==> src/hw/frrc_pkg.sv <==
// package: constants, register map and carrier types of the fault response controller
package frrc_pkg;

	// ----------------------------------------------------------------
	// sizes
	// ----------------------------------------------------------------
	localparam int NUM_FAULTS = 4;
	localparam int AW         = 8;
	localparam int DW         = 8;
	localparam int TIMER_W    = 16;

	// ----------------------------------------------------------------
	// register map
	// ----------------------------------------------------------------
	localparam logic [AW-1:0] ADDR_OPERATION = 8'h00;
	localparam logic [AW-1:0] ADDR_CLEAR     = 8'h01;
	localparam logic [AW-1:0] ADDR_STATUS    = 8'h02;
	localparam logic [AW-1:0] ADDR_IRQ_STAT  = 8'h03;
	localparam logic [AW-1:0] ADDR_IRQ_CLR   = 8'h04;
	localparam logic [AW-1:0] ADDR_IRQ_EN    = 8'h05;
	localparam logic [AW-1:0] ADDR_CFG_BASE  = 8'h10;

	// ----------------------------------------------------------------
	// fields and reset values
	// ----------------------------------------------------------------
	localparam int            OP_ON_BIT   = 0;
	localparam logic          OP_ON_RESET = 1'h1;
	localparam logic [DW-1:0] CFG_RESET   = 8'h00;
	localparam logic [1:0]    RESP_RETRY  = 2'h2;
	localparam logic [1:0]    RESP_LATCH  = 2'h3;
	localparam logic [2:0]    RETRY_NONE  = 3'h0;
	localparam logic [2:0]    RETRY_MAX   = 3'h3;

	// ----------------------------------------------------------------
	// timing
	// ----------------------------------------------------------------
	localparam int CLK_MHZ        = 50;
	localparam int DELAY_UNIT_NS  = 1000;
	localparam int DELAY_UNIT_CYC = (DELAY_UNIT_NS * CLK_MHZ + 999) / 1000;

	// ----------------------------------------------------------------
	// types
	// ----------------------------------------------------------------
	// response byte: code on top, retry count, then delay count
	typedef struct packed {
		logic [1:0] code;
		logic [2:0] retries;
		logic [2:0] delay;
	} frrc_cfg_t;

endpackage

==> src/hw/frrc_fault_ctrl.sv <==
// module: fault response and retry controller with register port and interrupt
// What this block does
// - response code 10 turns output off, then follows retry-count field
// - response code 11 turns output off and latches it off until cleared
// - clear-faults command releases every latched fault
// - asserting the reset pin releases every latched fault
// - commanding output off then on (pin, operation, or both) releases latches
// - loss of bias power, the core reset, leaves no fault latched
// - clearing one status bit releases that fault's latch
// - retry count zero makes no restart attempt and keeps output off
// - retry codes one, two, three give that many restart attempts
// - when all attempts fail, output stays off until a clearing event
// - attempt starts are spaced by delay field times the delay unit
`timescale 1ns/100ps
module frrc_fault_ctrl #(
	parameter int N_FAULT  = frrc_pkg::NUM_FAULTS,
	parameter int UNIT_CYC = frrc_pkg::DELAY_UNIT_CYC
) (
	input  wire logic                      core_clk,
	input  wire logic                      srst,
	input  wire logic [frrc_pkg::AW-1:0]   addr,
	input  wire logic [frrc_pkg::DW-1:0]   wr_data,
	input  wire logic                      wr_en,
	input  wire logic                      rd_en,
	output logic      [frrc_pkg::DW-1:0]   rd_data,
	input  wire logic [N_FAULT-1:0]        fault_pin,
	input  wire logic                      ctrl_pin,
	input  wire logic                      reset_pin_n,
	output logic                           pwr_enable,
	output logic      [N_FAULT-1:0]        fault_status,
	output logic                           irq
);
	import frrc_pkg::*;

	// ----------------------------------------------------------------
	// declarations
	// ----------------------------------------------------------------
	logic [N_FAULT-1:0] fault_meta;
	logic [N_FAULT-1:0] fault_sync;
	logic               ctrl_meta;
	logic               ctrl_sync;
	logic               rstp_meta;
	logic               rstp_sync_n;
	logic               op_on;
	logic               on_prev;
	logic               on_cmd;
	logic               on_rise;
	logic               reset_req;
	logic               clear_cmd;
	logic               status_wr;
	logic               clear_all;
	logic [N_FAULT-1:0] clr_vec;
	logic [N_FAULT-1:0] eng_trip;
	logic [N_FAULT-1:0] eng_attempt;
	logic [N_FAULT-1:0] eng_off;
	logic [N_FAULT-1:0] eng_latched;
	logic [N_FAULT-1:0] irq_stat;
	logic [N_FAULT-1:0] irq_en;
	logic [N_FAULT-1:0] next_irq_stat;
	logic [N_FAULT-1:0] next_status;
	frrc_cfg_t          cfg [N_FAULT];

	// ----------------------------------------------------------------
	// pin synchronisers
	// ----------------------------------------------------------------
	always_ff @(posedge core_clk) begin
		if (srst) begin
			fault_meta <= '0;
			fault_sync <= '0;
		end else begin
			fault_meta <= fault_pin;
			fault_sync <= fault_meta;
		end
	end

	always_ff @(posedge core_clk) begin
		if (srst) begin
			ctrl_meta   <= 1'h0;
			ctrl_sync   <= 1'h0;
			rstp_meta   <= 1'h1;
			rstp_sync_n <= 1'h1;
		end else begin
			ctrl_meta   <= ctrl_pin;
			ctrl_sync   <= ctrl_meta;
			rstp_meta   <= reset_pin_n;
			rstp_sync_n <= rstp_meta;
		end
	end

	// ----------------------------------------------------------------
	// clearing events
	// ----------------------------------------------------------------
	// the output is on only while both the pin and the operation bit say so
	assign on_cmd    = op_on && ctrl_sync;
	assign on_rise   = on_cmd && !on_prev;
	assign reset_req = !rstp_sync_n;
	assign clear_cmd = wr_en && (addr == ADDR_CLEAR);
	assign status_wr = wr_en && (addr == ADDR_STATUS);
	assign clear_all = clear_cmd || reset_req || on_rise;

	always_ff @(posedge core_clk) begin
		if (srst) begin
			on_prev <= 1'h0;
		end else begin
			on_prev <= on_cmd;
		end
	end

	// ----------------------------------------------------------------
	// per-fault engines
	// ----------------------------------------------------------------
	genvar gi;
	generate
		for (gi = 0; gi < N_FAULT; gi++) begin : g_fault
			// one status bit written as 1 releases only its own fault
			assign clr_vec[gi] = clear_all || (status_wr && wr_data[gi]);

			frrc_retry_engine #(
				.UNIT_CYC (UNIT_CYC)
			) u_engine (
				.core_clk (core_clk),
				.srst     (srst),
				.fault    (fault_sync[gi]),
				.cfg      (cfg[gi]),
				.clear    (clr_vec[gi]),
				.trip     (eng_trip[gi]),
				.attempt  (eng_attempt[gi]),
				.off      (eng_off[gi]),
				.latched  (eng_latched[gi])
			);

			always_ff @(posedge core_clk) begin
				if (srst) begin
					cfg[gi] <= CFG_RESET;
				end else if (wr_en && (addr == ADDR_CFG_BASE + AW'(gi))) begin
					cfg[gi] <= frrc_cfg_t'(wr_data);
				end
			end
		end
	endgenerate

	// ----------------------------------------------------------------
	// operation register and output enable
	// ----------------------------------------------------------------
	always_ff @(posedge core_clk) begin
		if (srst) begin
			op_on <= OP_ON_RESET;
		end else if (wr_en && (addr == ADDR_OPERATION)) begin
			op_on <= wr_data[OP_ON_BIT];
		end
	end

	// any engine holding its fault off keeps the converter output down
	always_ff @(posedge core_clk) begin
		if (srst) begin
			pwr_enable <= 1'h0;
		end else begin
			pwr_enable <= on_cmd && !(|eng_off);
		end
	end

	// ----------------------------------------------------------------
	// status and interrupt
	// ----------------------------------------------------------------
	// a trip in the same cycle as an interrupt clear survives: set wins; an engine never trips during its own clear
	assign next_status   = (fault_status & ~clr_vec) | eng_trip;
	assign next_irq_stat = (irq_stat & ~((wr_en && (addr == ADDR_IRQ_CLR)) ?
	                        wr_data[N_FAULT-1:0] : '0)) | eng_trip;

	always_ff @(posedge core_clk) begin
		if (srst) begin
			fault_status <= '0;
		end else begin
			fault_status <= next_status;
		end
	end

	always_ff @(posedge core_clk) begin
		if (srst) begin
			irq_stat <= '0;
			irq_en   <= '0;
			irq      <= 1'h0;
		end else begin
			irq_stat <= next_irq_stat;
			if (wr_en && (addr == ADDR_IRQ_EN)) begin
				irq_en <= wr_data[N_FAULT-1:0];
			end
			irq <= |(next_irq_stat & irq_en);
		end
	end

	// ----------------------------------------------------------------
	// read port
	// ----------------------------------------------------------------
	always_ff @(posedge core_clk) begin
		if (srst) begin
			rd_data <= '0;
		end else if (rd_en) begin
			rd_data <= '0;
			if (addr == ADDR_OPERATION) begin
				rd_data[OP_ON_BIT] <= op_on;
			end else if (addr == ADDR_STATUS) begin
				rd_data[N_FAULT-1:0] <= fault_status;
			end else if (addr == ADDR_IRQ_STAT) begin
				rd_data[N_FAULT-1:0] <= irq_stat;
			end else if (addr == ADDR_IRQ_EN) begin
				rd_data[N_FAULT-1:0] <= irq_en;
			end else begin
				for (int i = 0; i < N_FAULT; i++) begin
					if (addr == ADDR_CFG_BASE + AW'(i)) begin
						rd_data <= cfg[i];
					end
				end
			end
		end else begin
			rd_data <= '0;
		end
	end

	logic [TIMER_W-1:0] gap0;
	logic [TIMER_W-1:0] load0;

	// helper: cycles since fault 0 tripped or last started an attempt
	assign load0 = TIMER_W'(cfg[0].delay) * TIMER_W'(UNIT_CYC);
	always_ff @(posedge core_clk) begin
		if (srst) begin
			gap0 <= '0;
		end else if (eng_trip[0] || eng_attempt[0]) begin
			gap0 <= TIMER_W'(1);
		end else if (gap0 != '1) begin
			gap0 <= gap0 + TIMER_W'(1);
		end
	end

	logic [2:0] tries0;

	// helper: restart attempts since fault 0 last tripped, saturating
	always_ff @(posedge core_clk) begin
		if (srst) begin
			tries0 <= '0;
		end else if (eng_trip[0]) begin
			tries0 <= '0;
		end else if (eng_attempt[0] && tries0 != '1) begin
			tries0 <= tries0 + 3'h1;
		end
	end

	// ----------------------------------------------------------------
	// per-fault release checks
	// ----------------------------------------------------------------
	// every source, not only fault 0, must drop its hold on a clear
	for (genvar ci = 0; ci < N_FAULT; ci++) begin : g_chk

	end
endmodule // frrc_fault_ctrl

==> src/hw/frrc_retry_engine.sv <==
// module: response sequencer for one fault source
`timescale 1ns/100ps
module frrc_retry_engine #(
	parameter int UNIT_CYC = frrc_pkg::DELAY_UNIT_CYC
) (
	input  wire logic              core_clk,
	input  wire logic              srst,
	input  wire logic              fault,
	input  wire frrc_pkg::frrc_cfg_t cfg,
	input  wire logic              clear,
	output logic                   trip,
	output logic                   attempt,
	output logic                   off,
	output logic                   latched
);
	import frrc_pkg::*;

	typedef enum logic [1:0] {ST_IDLE, ST_WAIT, ST_TRY, ST_LATCH} frrc_state_t;

	frrc_state_t          state;
	logic [TIMER_W-1:0]   timer;
	logic [1:0]           left;
	logic [TIMER_W-1:0]   load;
	logic [TIMER_W-1:0]   first;
	logic                 expire;
	logic [1:0]           capped;

	// interval counted as load cycles from one attempt start to the next
	assign load    = TIMER_W'(cfg.delay) * TIMER_W'(UNIT_CYC);
	assign first   = (load == '0) ? '0 : load - TIMER_W'(1);
	assign capped  = (cfg.retries > RETRY_MAX) ? RETRY_MAX[1:0] : cfg.retries[1:0];
	assign trip    = (state == ST_IDLE) && fault && cfg.code[1] && !clear;
	assign expire  = (timer == '0) && ((state == ST_WAIT) || ((state == ST_TRY) && fault));
	assign attempt = expire && (left != 2'h0) && !clear;
	assign off     = (state == ST_WAIT) || (state == ST_LATCH);
	assign latched = (state == ST_LATCH);

	always_ff @(posedge core_clk) begin
		if (srst) begin
			state <= ST_IDLE;
			timer <= '0;
			left  <= 2'h0;
		end else if (clear) begin
			state <= ST_IDLE;
		end else begin
			unique case (state)
				ST_IDLE: begin
					if (trip) begin
						if (cfg.code == RESP_LATCH || cfg.retries == RETRY_NONE) begin
							state <= ST_LATCH;
						end else begin
							state <= ST_WAIT;
							timer <= first;
							left  <= capped;
						end
					end
				end
				ST_WAIT, ST_TRY: begin
					if (expire) begin
						if (left == 2'h0) begin
							state <= ST_LATCH;
						end else begin
							state <= ST_TRY;
							timer <= first;
							left  <= left - 2'h1;
						end
					end else if (timer == '0) begin
						state <= ST_IDLE;
					end else begin
						timer <= timer - TIMER_W'(1);
						if (fault) begin
							state <= ST_WAIT;
						end
					end
				end
				ST_LATCH: begin
					state <= ST_LATCH;
				end
			endcase
		end
	end

endmodule // frrc_retry_engine

==> config.mk <==
export PLATFORM = sky130hd
export DESIGN_NAME = frrc_fault_ctrl
export DESIGN_NICKNAME = d
export VERILOG_FILES = /design/src/hw/frrc_pkg.sv /design/src/hw/frrc_fault_ctrl.sv /design/src/hw/frrc_retry_engine.sv
export SDC_FILE = /design/constraint.sdc
export NUM_CORES = 1
export LEC_CHECK = 0
export ABC_AREA = 1
export BUFFER_PORTS_ARGS = -buffer_cell sky130_fd_sc_hd__buf_2
export CAP_MARGIN = 10
export CORE_ASPECT_RATIO = 0.6
export CORE_UTILIZATION = 50
export DETAILED_ROUTE_END_ITERATION = 10
export PLACE_DENSITY_LB_ADDON = 0.1
export SKIP_CTS_REPAIR_TIMING = 1
export SYNTH_ARGS = -nofsm -noshare
export SYNTH_HDL_FRONTEND = slang
export SYNTH_SLANG_ARGS = --single-unit
==> constraint.sdc <==
create_clock -name core_clk -period 6.4 [get_ports core_clk]
set_input_delay 0.32 -clock core_clk [delete_from_list [all_inputs] [get_ports core_clk]]
set_output_delay 0.32 -clock core_clk [all_outputs]
set_load 0.005 [all_outputs]
# Yosys cells after proc, flatten, opt, wreduce, memory -nomap -nowiden
# Memories as Yosys holds them, arrays and structs flattened.
# Index checks and enable logic that the tools add are counted.
# W data, S select, Z words.
# totals
reg_bits	116
n_memories	1
out_inout_bits	14
ramBits	32
elab_cells	336
# classes
magnitude_cmp	4
bitwise_logic	16
n_eq_ne	53
mux	107
add_sub_neg	12
n_reduce_logical	111
n_mul	4
# mem_list
name	words	word_bits	rd	rd_ports_with_merged_regs	write_ports	line	source
cfg	4	8	4	0	4	frrc_fault_ctrl.sv:61	frrc_cfg_t cfg [N_FAULT];
# op_table
operator	count
$mux W16	24
$logic_not A16 Y1	8
$pmux W16 S2	4
$mux W2	40
$mux W8	8
$sub A16 B1 Y16 const B	4
$reduce_and A6 Y1	8
$sub A9 B1 Y10 const B	4
$logic_and A1 B1 Y1	36
$eq A8 B5 Y1 const B	4
$mul A3 B5 Y8 const B	4
$eq A2 B2 Y1 const B	12
$pmux W2 S3	4
$mux W1	19
$logic_or A1 B1 Y1	18
$reduce_or A2 Y1	9
$eq A8 B2 Y1 const B	2
$eq A8 B3 Y1 const B	2
$logic_not A2 Y1	8
$mux W4	4
$ne A2 B1 Y1 const B	8
$ne A2 B2 Y1 const B	8
$ne A4 B2 Y1 const B	4
$pmux W2 S2	4
19 further kinds	61

# Longest topological paths before layout
# Gate-level depths: netlist (run 1).
# depth
word_depth	10
mapped_depth	14
mapped_depth_nobuf	14

# By module
# A second synthesis (run 1) with hierarchy kept.
# unflattened
cells_unflattened	1524
hier_area_um2	10148.5
# by_module_without_submodules
mod	area_per_inst_um2	cells_per_inst	n_inst
frrc_retry_engine (g_fault[1].u_engine ...)	1806.7	295	2
frrc_fault_ctrl	2844.0	331	1
frrc_retry_engine (g_fault[0].u_engine)	1885.6	310	1
frrc_retry_engine (g_fault[3].u_engine)	1805.5	293	1

# Worst setup path after synthesis (run 1)
# OpenSTA, ideal clock, no wires.
# synth_path
kind	flip-flop to flip-flop
startpoint	memory cfg[2][1] (netlist name)
endpoint	register g_fault[2].u_engine.timer[0]
required_ps	6287
setup_ps	113
slack_ps	4245
path_stages_with_launch	11
arrival_time_ps	2042
synth_period_minus_slack_ps	2155
n_path_buf	0
cell_sequence	edfxtp_1 > inv_1 > ha_1 > ha_1 > ha_1 > nand3b_1 > nand3b_1 > nand2_1 > o21ai_0 > o21ai_1 > nor2_1
# synth_rtl
item	line	source
start: declaration	frrc_fault_ctrl.sv:61	
end signal: assignment	frrc_retry_engine.sv:53	timer <= first;
end signal: assignment	frrc_retry_engine.sv:64	timer <= first;
end signal: assignment	frrc_retry_engine.sv:70	timer <= timer - TIMER_W'(1);
end: declaration	frrc_retry_engine.sv:21	logic [TIMER_W-1:0] timer;

==> results of run 1 <==
-- sequential cells by signal, summed over array words and instances (netlist names) --
name	cells
cfg	32
ctrl_meta	1
ctrl_sync	1
fault_meta	4
fault_status	4
fault_sync	4
g_fault.u_engine.left	8
g_fault.u_engine.state	8
g_fault.u_engine.timer	64
irq	1
irq_en	4
irq_stat	4
on_prev	1
op_on	1
pwr_enable	1
rd_data	8
rstp_meta	1
rstp_sync_n	1
-- layout by cell type, fill, tap and decap left out, types with 29 or more instances in the layout --
cell	synthesis	routed
nand3_1	85	85
xor2_1	39	39
buf_2	8	39
edfxtp_1	32	32
a21oi_1	45	45
o21ai_0	61	61
inv_1	211	211
nand2_1	395	395
dfxtp_1	116	116
nor2_1	363	363
nand4_1	29	29
ha_1	68	68
-- stage by stage --
step	utilization (%)	setup slack, ns	cell area, um^2	hold slack (ns)
after floorplan	-	4.24	10300	0.388
after global placement	53.1	3.69	10600	0.391
after detailed placement	53.1	3.59	10600	0.398
after CTS	55.9	3.87	11200	0.0598
after global routing	55.9	3.59	11200	0.0645
final	55.9	3.86	11200	0.0766
-- power by group through the flow --
stage | logic (uW) | clock network (uW) | registers [uW]
global route | 3090 | 1050 | 1310
finish | 2700 | 1000 | 1290
global placement | 2600 | 0 | 1300
floorplan | 2140 | 0 | 1260
detailed placement | 2630 | 0 | 1300
CTS | 2650 | 1020 | 1280
-- cell type report --
type	instances	area, um^2	area share, %
Clock buffer	18	429	3.83
Clock inverter	14	138	1.23
Inverter	216	811	7.23
Multi-Input combinational cell	1196	6000	53.5
Sequential cell	148	3280	29.3
Tap cell	273	342	3.05
Timing Repair Buffer	41	210	1.87
-- logic make-up (layout without fill, tap and decap cells) --
group	after synthesis	after routing	synth area share [%]
AOI/OAI and AO/OA	153	153	8.33
xor gates and xnor gates	49	49	4.17
adders and majority gates	68	68	8.27
buffers and inverters	248	289	9.76
DFF	148	148	31.9
and+or+nand+nor	926	926	37.6
-- worst max-delay path by stage --
stage | from | to | slack [ns] | cells after the start
2_1_floorplan | cfg[2][1] | g_fault[2].u_engine.timer[0] | 4.24 | 10
6_report | cfg[2][1] | g_fault[2].u_engine.timer[0] | 3.86 | 11
3_3_place_gp | addr[7] | cfg[2][0] | 3.69 | 6
5_1_grt | cfg[1][1] | g_fault[1].u_engine.timer[14] | 3.59 | 13
4_1_cts | cfg[2][1] | g_fault[2].u_engine.timer[0] | 3.87 | 10
3_5_place_dp | addr[7] | cfg[2][1] | 3.59 | 6
-- per-layer routing --
layer  vias up  track usage [%]  wire length [um]
met5         -                0                 0
met4         0             5.14               168
met3        19             7.51              3070
met2       404             35.8             10200
met1      4461             43.5             14600
li1       5076                -                 -
==> flow_summary.ini, run 1 <==
[critical_path]
cp-start-kind = register
endpoint_kind = register
crit_chain = inv_1 > ha_1 > ha_1 > ha_1 > nor2_1 > nand3b_1 > nand3b_1 > nand2_1 > o21ai_0 > o21ai_1 > nor2_1
rr_endpoint = g_fault[2].u_engine.timer[0]
worstReg2RegStart = cfg[2][1]
crit_type = reg2reg
critPathMaxStageDelay_ns = 0.42
crit_top_cell = ha_1
cp.required_ns = 6.73
arrival_ns = 2.87
crit_slowest_cell = edfxtp_1
r2r_cells = 11
critPathBufInv = 1
crit_family = simple AND/OR/NAND/NOR gates
crit_fanout = 7
regToRegSetupSlack_ns = 3.86

[cts]
cts.sinks = 148
h-tree-depth = 4
cts_root_buffer = clkbuf_16
cts_tree = done
cts_buffers = 17
cts.path.max_buffers = 2
clk_pin_slew_ns = 0.07
clock_latency_ns = 0.44

[synthesis]
avgSynthCellArea_um2 = 6.46
synthCells = 1592
ys.flop_type = dfxtp_1
synth_area_mm2 = 0.0103
ys_types = 44
post-synth-top-area-cell = dfxtp_1
synthTopCellsByCount = 395 x nand2_1, 363 x nor2_1, 211 x inv_1
syn-num-nets = 1686
synthTopCellsByArea = dfxtp_1 23%, nand2_1 14%, nor2_1 13%, edfxtp_1 9.3%, ha_1 8.3%
synth_edf_count = 32
synth_seq_cells = 148
yosysMostFrequentCell = nand2_1
synth-async-reset-ratio_pct = 0
synth_top_area_share_pct = 22.6
yosysWarnings = 0
yosysSeqAreaShare_pct = 31.9

[global_route]
grtUsageTotal_pct = 27.4
grt_max_degree = 50
antenna_found_initial = 0
grt_pass1_wl_um = 45900
overflow = 0
grt_pass1_vias = 8797

[floorplanning]
fp.dieW_um = 187
core_area_mm2 = 0.0201
initial_core_util_pct = 51.3
chipHeight_um = 113
num_rows = 40
io_pins = 40
dieArea_mm2 = 0.0212

[min_path]
whs_path_depth = 2
holdCritPathClass = in2reg
hold_end = rstp_meta
hold_path_startpoint = reset_pin_n

[power]
power.switching_uw = 2390
ir_drop_uv = 204
p_seq_share_pct = 25.8
combPwrFrac_pct = 54.1
p_per_area_mw_per_mm2 = 446
p_leak_uw = 0.00589
p_sw_share_pct = 47.9
p_total_uw = 5000
power_frac_clock_pct = 20.1
power.internal_uw = 2600

[sta]
max_clock_freq_mhz = 394
setup_tns_ns = 0
setup_viol = 0
final-max-slew-violation-count = 0
hold_viol = 0
worst_pin_slew_ns = 1.16
min_period_over_period_pct = 39.7
slew-limit-headroom_pct = 21.9
finalClockSkew_ns = 0.0109
min_period_ns = 2.54
rsz0062_at_grt = no

[drt]
firstDrtPassIters = 9
drcViolationCount = 0
drt_iter0_markers = 1019
num_vias = 9960
wire_per_inst_um = 14.7
ant_nets = 0
routed_wl_um = 28000
detail_route.vias_per_cell = 5.23

[place]
place.gp.congestion = 0.920
port_buffers = 39
dpl.hpwl_um = 21200
dp.cells = 1874

[finish]
antennaDiodeCount = 0
syn2layout_area_growth_pct = 8.99
drive_gt1_share_pct = 6.31
num-nets-final = 1714
fin_cells = 1906
fillCellCount = 2020

[status]
status = completed

[job]
max_cap_viol_count = 0
(Power assumes the default switching activity.)
==> run 2: changes to the inputs <==
Settings changed: ABC_AREA 1 to 0.
Clock period 6.4 ns to 2.53 ns, I/O delays scaled along.
==> flow_summary.ini, run 2 <==
[finish]
fillCellCount = 1642
final_cell_mix = 116 x dfxtp_1, 98 x nor2_1, 98 x a21oi_1
syn2layout_area_growth_pct = 22.2
drive_gt1_share_pct = 17.8
largest_register_ffs = 64
num-nets-final = 1372
top_register = g_fault.u_engine.timer
antennaDiodeCount = 0
fin_cells = 1531
utilization_pct = 62.9
fin_area_mm2 = 0.0115
top_regs = g_fault.u_engine.timer (64), cfg (32)
final_common_cell = dfxtp_1

[global_route]
grt_pass1_vias = 8378
grt_max_degree = 69
grt_pass1_wl_um = 45900
antenna_found_initial = 0
grtUsageTotal_pct = 31.2
overflow = 0

[critical_path]
worstSetupStartpoint = cfg[3][1]
rr_endpoint = g_fault[3].u_engine.timer[2]
crit_slowest_cell = or4_4
worstReg2RegStart = cfg[3][1]
arrival_ns = 2.87
cp-start-kind = register
regToRegSetupSlack_ns = -0.03
endpoint_kind = register
crit_type = reg2reg
critPathCapture = g_fault[3].u_engine.timer[2]
crit_fanout = 3
r2r_cells = 10
crit_top_cell = ha_4
cp.required_ns = 2.84
critPathMaxStageDelay_ns = 0.45
crit_chain = inv_2 > ha_4 > ha_4 > xor2_4 > or4_4 > nor4b_4 > buf_4 > nor3_2 > a31oi_1 > o32ai_1

[power]
p_per_area_mw_per_mm2 = 658
p_leak_uw = 0.00459
ir_drop_uv = 479

[drt]
ant_nets = 0
routed_wl_um = 29400
detail_route.vias_per_cell = 6.14
drt_iter0_markers = 1061
routed-wl-met3_um = 3320
wire_per_inst_um = 19.2
top_layer_used = met4
wl_met1_um = 14400
drcViolationCount = 2
firstDrtPassIters = 11
met2_length_um = 11400
num_vias = 9402

[floorplanning]
core_area_mm2 = 0.0183
initial_core_util_pct = 51.5
dieArea_mm2 = 0.0194
chipHeight_um = 108
io_pins = 40
fp.dieW_um = 179
num_rows = 38

[synthesis]
ys_types = 72
avgSynthCellArea_um2 = 8.13
synthTopCellsByArea = dfxtp_1 25%, edfxtp_1 10%, ha_1 9.0%, a21oi_1 5.3%, o21ai_0 4.4%
synth_top_area_share_pct = 24.7
synth_seq_cells = 148
yosysMostFrequentCell = dfxtp_1
synthCells = 1156
yosysSeqAreaShare_pct = 34.9
synth-async-reset-ratio_pct = 0
synthTopCellsByCount = 116 x dfxtp_1, 102 x nor2_1, 99 x a21oi_1
yosysWarnings = 0
post-synth-top-area-cell = dfxtp_1
synth_edf_count = 32
syn-num-nets = 1250
ys.flop_type = dfxtp_1
synth_area_mm2 = 0.00940

[cts]
cts_buffers = 17
clock_latency_ns = 0.44
cts_tree = done
clk_pin_slew_ns = 0.07
cts_root_buffer = clkbuf_16
cts.sinks = 148
cts.path.max_buffers = 2
h-tree-depth = 4

[sta]
min_period_over_period_pct = 101
max_clock_freq_mhz = 391
slew-limit-headroom_pct = 57.9
finalClockSkew_ns = 0.0184
hold_viol = 0
setup_viol = 3
setup_tns_ns = -0.0533
rsz0062_at_grt = yes
final-max-slew-violation-count = 0
min_period_ns = 2.56
worst_pin_slew_ns = 0.626
layout_setup_ws_ns = -0.0299

[job]
max_cap_viol_count = 0

[place]
dp.cells = 1482
port_buffers = 39
place.gp.congestion = 1.10
dpl.hpwl_um = 21600
dpl_cell_area_mm2 = 0.0106

[min_path]
whs_path_depth = 2
holdCritPathClass = in2reg

[status]
status = finished with violations
violations = design-rule violations, negative setup slack
## run 2: area by class of cell
| class | count | area (um^2) | area share [%] |
|---|---|---|---|
| sequential | 148 | 3280 | 28.6 |
| multi-input combinational | 901 | 6000 | 52.2 |
| inverter | 65 | 244 | 2.12 |
| tap | 240 | 300 | 2.61 |
| clock buffer | 21 | 472 | 4.10 |
| clock inverter | 11 | 123 | 1.07 |
| timing repair buffer | 145 | 1070 | 9.30 |
## run 2: how the worst min path moves through the flow
stage	slack [ns]	endpoint	start
floorplan	0.23	rstp_meta	reset_pin_n
global route	0.08	irq_en[2]	srst
finish	0.09	irq_en[2]	srst
CTS	-0.11	rstp_meta	reset_pin_n
detailed placement	0.34	rstp_meta	reset_pin_n
global placement	0.33	rstp_meta	reset_pin_n
## run 2: cells by family (layout without fill, tap and decap cells)
logic type / Yosys count / count (layout) / share of synthesized area [%]
adders and majority gates: 68 / 68 / 9.05
muxes: 15 / 15 / 1.65
DFF: 148 / 148 / 34.9
AOI/OAI and AO/OA: 332 / 332 / 22.5
xor gates and xnor gates: 18 / 18 / 1.68
and+or+nand+nor: 468 / 468 / 25.9
buffers and inverters: 107 / 242 / 4.30
## run 2: layer usage
metal	GRT usage, %	vias up
met5	0	-
met4	7.87	0
met3	10.3	31
met2	39.8	438
met1	48.4	4426
li1	-	4507
## run 2: where the power goes
part           internal (uW)  total (uW)  switching [uW]
registers               2520        2630             114
clock network           1540        2590            1050
logic                    958        2340            1380
total                   5020        7560            2550
## run 2: critical path, delay by kind of cell (launching register included)
family	cells	cell delay (ns)
flip-flops	1	0.44
adder cells (fa/ha/maj)	2	0.37
AO/OA/AOI/OAI	2	0.26
buffers and inverters	2	0.30
AND/OR/NAND/NOR	3	0.91
XOR/XNOR	1	0.15
## run 2: stage by stage
stage,total power [uW],hold WS [ns],setup WS (ns)
2_1_floorplan,4090,0.230,0.0111
3_5_place_dp,4850,0.336,-0.0285
6_report,7560,0.0894,-0.0299
5_1_grt,7950,0.0784,-0.132
3_3_place_gp,4840,0.332,-0.0523
4_1_cts,7450,-0.111,-0.172
==> run 3: changes to the inputs <==
Settings changed: SYNTH_HIERARCHICAL set to 1.
==> flow_summary.ini, run 3 <==
[status]
status = finished with violations
violations = negative setup slack

[global_route]
overflow = 0
grt_pass1_vias = 8149
antenna_found_initial = 0
grt_pass1_wl_um = 43700
grtUsageTotal_pct = 28.3
grt_max_degree = 65

[finish]
final_common_cell = dfxtp_1
drive_gt1_share_pct = 21.2
fillCellCount = 1577
num-nets-final = 1306
largest_register_ffs = 64
fin_area_mm2 = 0.0116
fin_cells = 1469
top_register = g_fault.u_engine/timer
final_cell_mix = 116 x dfxtp_1, 98 x buf_4, 76 x inv_1
antennaDiodeCount = 0
top_regs = g_fault.u_engine/timer (64), cfg (32)
syn2layout_area_growth_pct = 20.4

[sta]
layout_setup_ws_ns = -0.0278
whs_ns = 0.0757
final-max-slew-violation-count = 0
rsz0062_at_grt = yes
max_clock_freq_mhz = 391
finalClockSkew_ns = 0.00789
setup_viol = 4
worst_pin_slew_ns = 0.541
min_period_over_period_pct = 101
min_period_ns = 2.56
hold_viol = 0
slew-limit-headroom_pct = 63.8

[synthesis]
avgSynthCellArea_um2 = 8.79
synthCells = 1094
synth_area_mm2 = 0.00962
syn-num-nets = 1184
yosysWarnings = 6

[floorplanning]
initial_core_util_pct = 52.1
io_pins = 40
chipHeight_um = 109
fp.dieW_um = 181
dieArea_mm2 = 0.0198
num_rows = 38
core_area_mm2 = 0.0184

[cts]
cts_tree = done
cts_buffers = 17
clk_pin_slew_ns = 0.07
cts.path.max_buffers = 2
cts_root_buffer = clkbuf_16
cts.sinks = 148
h-tree-depth = 4
clock_latency_ns = 0.44

[min_path]
holdCritPathClass = in2reg

[place]
dpl_cell_area_mm2 = 0.0107
place.gp.congestion = 0.921
port_buffers = 39
dpl.hpwl_um = 20100
dp.cells = 1424

[job]
max_cap_viol_count = 0

[power]
p_total_uw = 11000
p_leak_uw = 0.00471
ir_drop_uv = 551
p_per_area_mw_per_mm2 = 953

[drt]
drcViolationCount = 0
firstDrtPassIters = 7
num_vias = 8982
routed_wl_um = 27400
detail_route.vias_per_cell = 6.11
wire_per_inst_um = 18.6
ant_nets = 0
drt_iter0_markers = 806

[critical_path]
endpoint_kind = register
crit_type = reg2reg
crit_fanout = 6
cp-start-kind = register
cp.required_ns = 2.90
arrival_ns = 2.93
[run 3: metal layers]
metal | vias up | part of all wire [%] | wire length [um] | GRT usage [%]
met4 | 0 | 1.4 | 374 | 7.02
met5 | - | 0 | 0 | 0
li1 | 4343 | - | - | -
met1 | 4219 | 50 | 13600 | 43.0
met3 | 36 | 10 | 2840 | 8.38
met2 | 384 | 38 | 10500 | 38.2
[run 3: critical path, stage by stage, from the launching register on]
cell and delay (ns):
dfxtp_1 0.31, and3b_1 0.17, a311o_1 0.30, buf_6 0.14
a21o_1 0.18, and4b_1 0.27, a41o_2 0.22, o211ai_1 0.11
buf_4 0.18, or4_4 0.48, a21oi_2 0.12
[run 3: where the power goes]
group          total, uW  leakage [uW]  internal (uW)  switching, uW
registers           3070       0.00125           2740            333
logic               5330       0.00318           2200           3120
clock network       2640      0.000284           1560           1080
total              11000       0.00471           6500           4540
[run 3: final timing paths]
kind	cells past startpoint	to	slack [ns]	startpoint
setup reg to reg	10	g_fault[1].u_engine/timer[15]	-0.03	op_on
setup / recovery	10	g_fault[1].u_engine/timer[15]	-0.03	op_on
hold / removal	2	cfg[1][7]	0.08	wr_data[7]
hold reg to reg	1	rstp_sync_n	0.42	rstp_meta
[run 3: area by class of cell]
cell class,count,area (um^2),share of cell area [%]
multi-input cells,820,5950,51.3
clock inverters,15,181,1.57
flip-flops and latches,148,3280,28.3
clock buffers,17,425,3.67
inverters,77,289,2.49
well taps,240,300,2.59
repair buffers,152,1160,10.0
[run 3: through the flow]
step	worst slack, ns	util (%)	setup TNS, ns
after floorplan	0.0428	-	0
after global placement	-0.0865	58.0	-0.493
after detailed placement	-0.204	58.0	-1.79
after CTS	-0.147	61.3	-1.14
after global routing	-0.121	62.8	-0.755
final	-0.0278	62.8	-0.0533
